[src/verilog/sppm_pkg.sv]
// sppm_pkg: register map, field positions and reset values of the shared pin mux
// assumes a 32-bit apb slave with word-aligned registers
package sppm_pkg;

	// ------------------------------------------------------------
	// register offsets (byte addresses)
	// ------------------------------------------------------------
	localparam logic [7:0] SPPM_ADDR_PORT_DATA = 8'h00;
	localparam logic [7:0] SPPM_ADDR_PORT_DIR  = 8'h04;
	localparam logic [7:0] SPPM_ADDR_PD_INHIB  = 8'h08;
	localparam logic [7:0] SPPM_ADDR_SER_CTRL  = 8'h0C;
	localparam logic [7:0] SPPM_ADDR_OPTION    = 8'h10;
	localparam logic [7:0] SPPM_ADDR_PIN_STAT  = 8'h14;

	// ------------------------------------------------------------
	// field positions
	// ------------------------------------------------------------
	localparam int SPPM_PIN_SDO      = 0;
	localparam int SPPM_PIN_SDI      = 1;
	localparam int SPPM_PIN_SCK      = 2;
	localparam int SPPM_BIT_SER_EN   = 0;
	localparam int SPPM_BIT_MASTER   = 1;
	localparam int SPPM_BIT_GPD_DIS  = 0;
	localparam int SPPM_NPINS        = 3;

	// ------------------------------------------------------------
	// reset values
	// ------------------------------------------------------------
	localparam logic [2:0] SPPM_RST_DATA  = 3'h0;
	localparam logic [2:0] SPPM_RST_DIR   = 3'h0;
	localparam logic [2:0] SPPM_RST_INHIB = 3'h0;
	localparam logic [1:0] SPPM_RST_CTRL  = 2'h0;
	localparam logic       SPPM_RST_GPD   = 1'h0;

	typedef enum logic [1:0] {
		SPPM_IDLE   = 2'b01,
		SPPM_ACCESS = 2'b10
	} sppm_apb_state_t;

endpackage

[src/verilog/sppm_ctl_if.sv]
// sppm_ctl_if: control bits from the register file to the pin mux
// assumes both ends in the pclk domain
`timescale 1ns/1ps
`default_nettype none
interface sppm_ctl_if;
	logic [2:0] data_latch;
	logic [2:0] dir;
	logic [2:0] pd_inhibit;
	logic       serial_enable;
	logic       master_select;
	logic       global_pulldown_disable;
	logic [2:0] pin_read;
	modport regs (output data_latch, dir, pd_inhibit, serial_enable, master_select,
		global_pulldown_disable, input pin_read);
	modport mux (input data_latch, dir, pd_inhibit, serial_enable, master_select,
		global_pulldown_disable, output pin_read);
endinterface
`default_nettype wire

[src/verilog/sppm_pin_mux.sv]
// sppm_pin_mux: combinational steering of three shared pins
// assumes pin inputs synchronous to pclk
`timescale 1ns/1ps
`default_nettype none
module sppm_pin_mux
	import sppm_pkg::*;
(
	sppm_ctl_if.mux   ctl,
	input  wire logic [2:0] pin_in,
	output logic      [2:0] pin_out,
	output logic      [2:0] pin_oe,
	output logic      [2:0] pin_pd_en,
	input  wire logic       ser_tx_data,
	input  wire logic       ser_clk_out,
	output logic            ser_rx_data,
	output logic            ser_clk_in
);
	logic [2:0] ser_oe;
	logic [2:0] ser_out;

	always_comb begin
		ser_oe                = '0;
		ser_out               = '0;
		ser_oe[SPPM_PIN_SDO]  = 1'b1;
		ser_out[SPPM_PIN_SDO] = ser_tx_data;
		ser_oe[SPPM_PIN_SDI]  = 1'b0;
		ser_oe[SPPM_PIN_SCK]  = ctl.master_select;
		ser_out[SPPM_PIN_SCK] = ser_clk_out;
	end

	always_comb begin
		for (int i = 0; i < SPPM_NPINS; i++) begin
			if (ctl.serial_enable) begin
				pin_oe[i]  = ser_oe[i];
				pin_out[i] = ser_out[i];
			end else begin
				pin_oe[i]  = ctl.dir[i];
				pin_out[i] = ctl.data_latch[i];
			end
			// pulldown only for an unowned input pin
			pin_pd_en[i] = ~ctl.serial_enable & ~ctl.dir[i] & ~ctl.pd_inhibit[i]
				& ~ctl.global_pulldown_disable;
			// read: pin when input, latch when output
			ctl.pin_read[i] = ctl.dir[i] ? ctl.data_latch[i] : pin_in[i];
		end
	end

	assign ser_rx_data = pin_in[SPPM_PIN_SDI];
	assign ser_clk_in  = pin_in[SPPM_PIN_SCK];

endmodule // sppm_pin_mux
`default_nettype wire

[src/verilog/sppm_top.sv]
// sppm_top: apb register file and shared pin override for the serial unit
// assumes apb master in pclk domain; pins sampled synchronously
`timescale 1ns/1ps
`default_nettype none
module sppm_top
	import sppm_pkg::*;
(
	input  wire logic        pclk,
	input  wire logic        presetn,
	input  wire logic        psel,
	input  wire logic        penable,
	input  wire logic        pwrite,
	input  wire logic [7:0]  paddr,
	input  wire logic [31:0] pwdata,
	output logic      [31:0] prdata,
	output logic             pready,
	output logic             pslverr,
	input  wire logic [2:0]  pin_in,
	output logic      [2:0]  pin_out,
	output logic      [2:0]  pin_oe,
	output logic      [2:0]  pin_pd_en,
	input  wire logic        ser_tx_data,
	input  wire logic        ser_clk_out,
	output logic             ser_rx_data,
	output logic             ser_clk_in
);
	// ------------------------------------------------------------
	// registers
	// ------------------------------------------------------------
	logic [2:0] data_ff;
	logic [2:0] dir_ff;
	logic [2:0] inhib_ff;
	logic [1:0] ctrl_ff;
	logic       gpd_ff;
	logic       wr_en;
	logic       rd_en;
	logic       addr_ok;
	logic [31:0] nxt_prdata;

	sppm_ctl_if ctl ();

	assign ctl.data_latch              = data_ff;
	assign ctl.dir                     = dir_ff;
	assign ctl.pd_inhibit              = inhib_ff;
	assign ctl.serial_enable           = ctrl_ff[SPPM_BIT_SER_EN];
	assign ctl.master_select           = ctrl_ff[SPPM_BIT_MASTER];
	assign ctl.global_pulldown_disable = gpd_ff;

	// ------------------------------------------------------------
	// apb decode: zero wait states, unmapped address errors
	// ------------------------------------------------------------
	always_comb begin
		unique case (paddr)
			SPPM_ADDR_PORT_DATA, SPPM_ADDR_PORT_DIR, SPPM_ADDR_PD_INHIB,
			SPPM_ADDR_SER_CTRL, SPPM_ADDR_OPTION, SPPM_ADDR_PIN_STAT: addr_ok = 1'b1;
			default: addr_ok = 1'b0;
		endcase
	end

	assign pready  = 1'b1;
	assign pslverr = psel & penable & ~addr_ok;
	assign wr_en   = psel & penable & pwrite & addr_ok;
	assign rd_en   = psel & ~penable & ~pwrite;

	// data latch, written regardless of direction or ownership
	always_ff @(posedge pclk or negedge presetn) begin
		if (!presetn) begin
			data_ff <= SPPM_RST_DATA;
		end else if (wr_en && paddr == SPPM_ADDR_PORT_DATA) begin
			data_ff <= pwdata[2:0];
		end
	end

	always_ff @(posedge pclk or negedge presetn) begin
		if (!presetn) begin
			dir_ff <= SPPM_RST_DIR;
		end else if (wr_en && paddr == SPPM_ADDR_PORT_DIR) begin
			dir_ff <= pwdata[2:0];
		end
	end

	always_ff @(posedge pclk or negedge presetn) begin
		if (!presetn) begin
			inhib_ff <= SPPM_RST_INHIB;
		end else if (wr_en && paddr == SPPM_ADDR_PD_INHIB) begin
			inhib_ff <= pwdata[2:0];
		end
	end

	// serial takeover never touches data, dir or inhibit bits
	always_ff @(posedge pclk or negedge presetn) begin
		if (!presetn) begin
			ctrl_ff <= SPPM_RST_CTRL;
		end else if (wr_en && paddr == SPPM_ADDR_SER_CTRL) begin
			ctrl_ff <= pwdata[1:0];
		end
	end

	always_ff @(posedge pclk or negedge presetn) begin
		if (!presetn) begin
			gpd_ff <= SPPM_RST_GPD;
		end else if (wr_en && paddr == SPPM_ADDR_OPTION) begin
			gpd_ff <= pwdata[SPPM_BIT_GPD_DIS];
		end
	end

	// ------------------------------------------------------------
	// read data captured in setup phase
	// ------------------------------------------------------------
	always_comb begin
		nxt_prdata = '0;
		unique case (paddr)
			SPPM_ADDR_PORT_DATA: nxt_prdata[2:0] = ctl.pin_read;
			SPPM_ADDR_PORT_DIR:  nxt_prdata[2:0] = dir_ff;
			SPPM_ADDR_PD_INHIB:  nxt_prdata[2:0] = inhib_ff;
			SPPM_ADDR_SER_CTRL:  nxt_prdata[1:0] = ctrl_ff;
			SPPM_ADDR_OPTION:    nxt_prdata[0]   = gpd_ff;
			SPPM_ADDR_PIN_STAT:  nxt_prdata[2:0] = pin_in;
			default:             nxt_prdata      = '0;
		endcase
	end

	always_ff @(posedge pclk or negedge presetn) begin
		if (!presetn) begin
			prdata <= 32'h0000_0000;
		end else if (rd_en) begin
			prdata <= nxt_prdata;
		end
	end

	// ------------------------------------------------------------
	// pin steering
	// ------------------------------------------------------------
	sppm_pin_mux u_mux (
		.ctl         (ctl.mux),
		.pin_in      (pin_in),
		.pin_out     (pin_out),
		.pin_oe      (pin_oe),
		.pin_pd_en   (pin_pd_en),
		.ser_tx_data (ser_tx_data),
		.ser_clk_out (ser_clk_out),
		.ser_rx_data (ser_rx_data),
		.ser_clk_in  (ser_clk_in)
	);

endmodule // sppm_top
`default_nettype wire
[config.mk]
export PLATFORM = sky130hd
export DESIGN_NAME = sppm_top
export DESIGN_NICKNAME = d
export VERILOG_FILES = /design/src/verilog/sppm_pkg.sv /design/src/verilog/sppm_ctl_if.sv /design/src/verilog/sppm_pin_mux.sv /design/src/verilog/sppm_top.sv
export SDC_FILE = /design/constraint.sdc
export NUM_CORES = 1
export LEC_CHECK = 0
export ABC_AREA = 0
export BUFFER_PORTS_ARGS = -buffer_cell sky130_fd_sc_hd__buf_2
export CORE_UTILIZATION = 44
export CTS_BUF_LIST = sky130_fd_sc_hd__clkbuf_4 sky130_fd_sc_hd__clkbuf_8
export CTS_CLUSTER_DIAMETER = 80
export DETAILED_ROUTE_END_ITERATION = 10
export PLACE_DENSITY = 0.86
export SLEW_MARGIN = 20
export SYNTH_ARGS = -nofsm -noshare
export SYNTH_HDL_FRONTEND = slang
export SYNTH_SLANG_ARGS = --single-unit
[constraint.sdc]
create_clock -name pclk -period 2.46 [get_ports pclk]
set_clock_uncertainty 0.05 [all_clocks]
set_input_delay 0.738 -clock pclk [delete_from_list [all_inputs] [get_ports pclk]]
set_output_delay 0.738 -clock pclk [all_outputs]
set_load 0.03 [all_outputs]
==> results.sh <==
export IMPL_synth_enable_flop_cells=0
export IMPL_clock_path_buffers=2
export IMPL_peakVddDrop_v=0.000373
export IMPL_grt_use_total_pct=17.0
export IMPL_power_total_mw=0.560
export IMPL_cp_arrival_ns=1.50
export IMPL_synth_compound_area_share_pct=9.35
export IMPL_port_buffers=35
export IMPL_synth_xor_area_share_pct=0
export IMPL_end_kind="output pin"
export IMPL_grt_max_degree=20
export IMPL_cp_required_ns=1.67
export IMPL_instances_no_fill=185
export IMPL_reg2reg_to="prdata[2]"
export IMPL_dieArea_um2=2980
export IMPL_seqPwrFrac_pct=45.3
export IMPL_drt_drc_violations_left=0
export IMPL_dpl_cell_count=181
export IMPL_synth_ff_type="dfrtp_1"
export IMPL_cts_made_buffers=3
export IMPL_rows=18
export IMPL_p_per_area_nw_per_um2=423
export IMPL_antenna_found_initial=0
export IMPL_swShare_pct=35.7
export IMPL_hold_path_class="in2async"
export IMPL_drt_iter0_drc=11
export IMPL_synthSimpleGateAreaFrac_pct=20.0
export IMPL_grt_pass1_vias=755
export IMPL_gp_congestion=0.784
export IMPL_ys_types=40
export IMPL_period_needed_ns=2.29
export IMPL_synth_mux_area_share_pct=16.3
export IMPL_clk_latency_ns=0.28
export IMPL_ctsHoldBuffers=0
export IMPL_htreeDepth=1
export IMPL_startpoint="paddr[5]"
export IMPL_reg2reg_from="ctl.data_latch[2]"
export IMPL_grt_pass1_wl_um=3610
export IMPL_overflow=0
export IMPL_multi_input_area_um2=669
export IMPL_layout_common_cells="35 x buf_2, 30 x conb_1, 15 x mux2_2, 15 x dfrtp_1, 5 x o21ai_0"
export IMPL_setup_viol_count_final=0
export IMPL_final_area_um2=1330
export IMPL_fmax_ghz=0.437
export IMPL_start_util_pct=47.8
export IMPL_ys_ff_latch=15
export IMPL_reg2reg_depth=4
export IMPL_cts_tree="yes"
export IMPL_max_cap_violations=0
export IMPL_crit_type="in2out"
export IMPL_io_pins=95
export IMPL_nets=206
export IMPL_p_leak_nw=0.705
export IMPL_ff_latch_area_um2=375
export IMPL_post_cts_resized=0
export IMPL_p_sw_mw=0.200
export IMPL_outcome="finished, final reports clean"
export IMPL_fin_setup_tns_ns=0
export IMPL_wire_per_inst_um=12.9
export IMPL_rsz0062_at_grt="false"
export IMPL_core_area_um2=2540
export IMPL_postSynthCellCount=122
export IMPL_synth_fa_ha_area_share_pct=0
export IMPL_place_area_um2=1290
export IMPL_internal_power_mw=0.360
export IMPL_die_x_um=54.6
export IMPL_layout_commonest_cell="buf_2"
export IMPL_wirelength_um=2390
export IMPL_hold_violations=0
export IMPL_final_antenna_net_count=0
export IMPL_cts_sinks=15
export IMPL_combPwrFrac_pct=27.8
export IMPL_die_h_um=54.6
export IMPL_seq_area_frac_synth_pct=30.8
export IMPL_syn_avg_cell_area_um2=9.98
export IMPL_synth_top_family_by_area="buffers and inverters"
export IMPL_startpoint_type="input port"
export IMPL_crit_fanout=2
export IMPL_area_growth_pct=8.84
export IMPL_slew_viol_final=0
export IMPL_n_fill_cell=234
export IMPL_viasPerCell=5.25
export IMPL_first_pass_iters=4
export IMPL_synth_cell_area_um2=1220
export IMPL_clockPowerShare_pct=26.9
export IMPL_cts_setup_buffers=0
export IMPL_drive_gt1_share_pct=42.6
export IMPL_cts_root_buf="clkbuf_4"
export IMPL_dp_hpwl_um=1880
export IMPL_post_route_period_util_pct=93.0
export IMPL_synth_async_reset_ratio_pct=100
export IMPL_reg2reg_setup_slack_ns=1.09
export IMPL_vias=972
export IMPL_fin_util_pct=52.1
export IMPL_yosysWarnings=0
export IMPL_diodes=0
export IMPL_clk_pin_slew_ns=0.09
[area by class of cell]
type / instances / share of cell area, %
flip-flops and latches: 15 / 28.3
well taps: 30 / 2.83
inverters: 2 / 0.567
repair buffers: 39 / 15.5
multi-input cells: 95 / 50.5
clock buffers: 4 / 2.27
[per-layer routing]
metal / track usage [%] / vias up / wire length (um)
li1: - / 445 / -
met1: 24.7 / 458 / 1100
met2: 26.7 / 69 / 1110
met3: 1.67 / 0 / 179
met4: 3.85 / 0 / 0
met5: 0 / - / 0
[Yosys cell counts, types with 3 or more instances]
library cell  count  area [um^2]
buf_2             3         15.0
dfrtp_1          15          375
a21oi_1           3         15.0
buf_4            33          248
nor2_1            3         11.3
mux2i_1           3         30.0
nor4_1            4         25.0
o21ai_0           5         25.0
mux2_2           15          169
[cell families after synthesis]
family                 after synthesis
and+or+nand+nor                     30
muxes                               18
DFF                                 15
other                                2
AOI/OAI and AO/OA                   17
buffers and inverters               40
[critical path: stages]
cell	delay, ns
buf_2	0.11
nor3_4	0.22
and2_2	0.19
a21boi_1	0.06
buf_2	0.18
[metrics by stage]
step / hold slack, ns / setup slack [ns]
global route: 0.305 / 0.118
CTS: 0.304 / 0.165
detailed placement: 0.430 / 0.167
floorplan: 0.392 / 0.117
finish: 0.302 / 0.171
global placement: 0.431 / 0.178
[how the worst max path moves through the flow]
stage                    to  slack (ns)
2_1_floorplan  pin_pd_en[0]        0.12
3_3_place_gp        pslverr        0.18
3_5_place_dp        pslverr        0.17
4_1_cts             pslverr        0.17
5_1_grt             pslverr        0.12
6_report            pslverr        0.17
[sequential cells by signal, indices dropped and copies added, names as in the netlist]
| register | cells |
|---|---|
| ctl.data_latch | 3 |
| ctl.global_pulldown_disable | 1 |
| ctl.pd_inhibit | 3 |
| ctrl_ff | 2 |
| ctl.dir | 3 |
| prdata | 3 |
[power groups by stage]
stage	sequential, mW	clock (mW)	combinational, mW
after floorplan	0.258	0	0.152
after global placement	0.258	0	0.152
after detailed placement	0.258	0	0.155
after CTS	0.253	0.154	0.155
after global routing	0.254	0.167	0.170
final	0.253	0.151	0.156
Note: power is estimated with default switching activity, not from simulation.
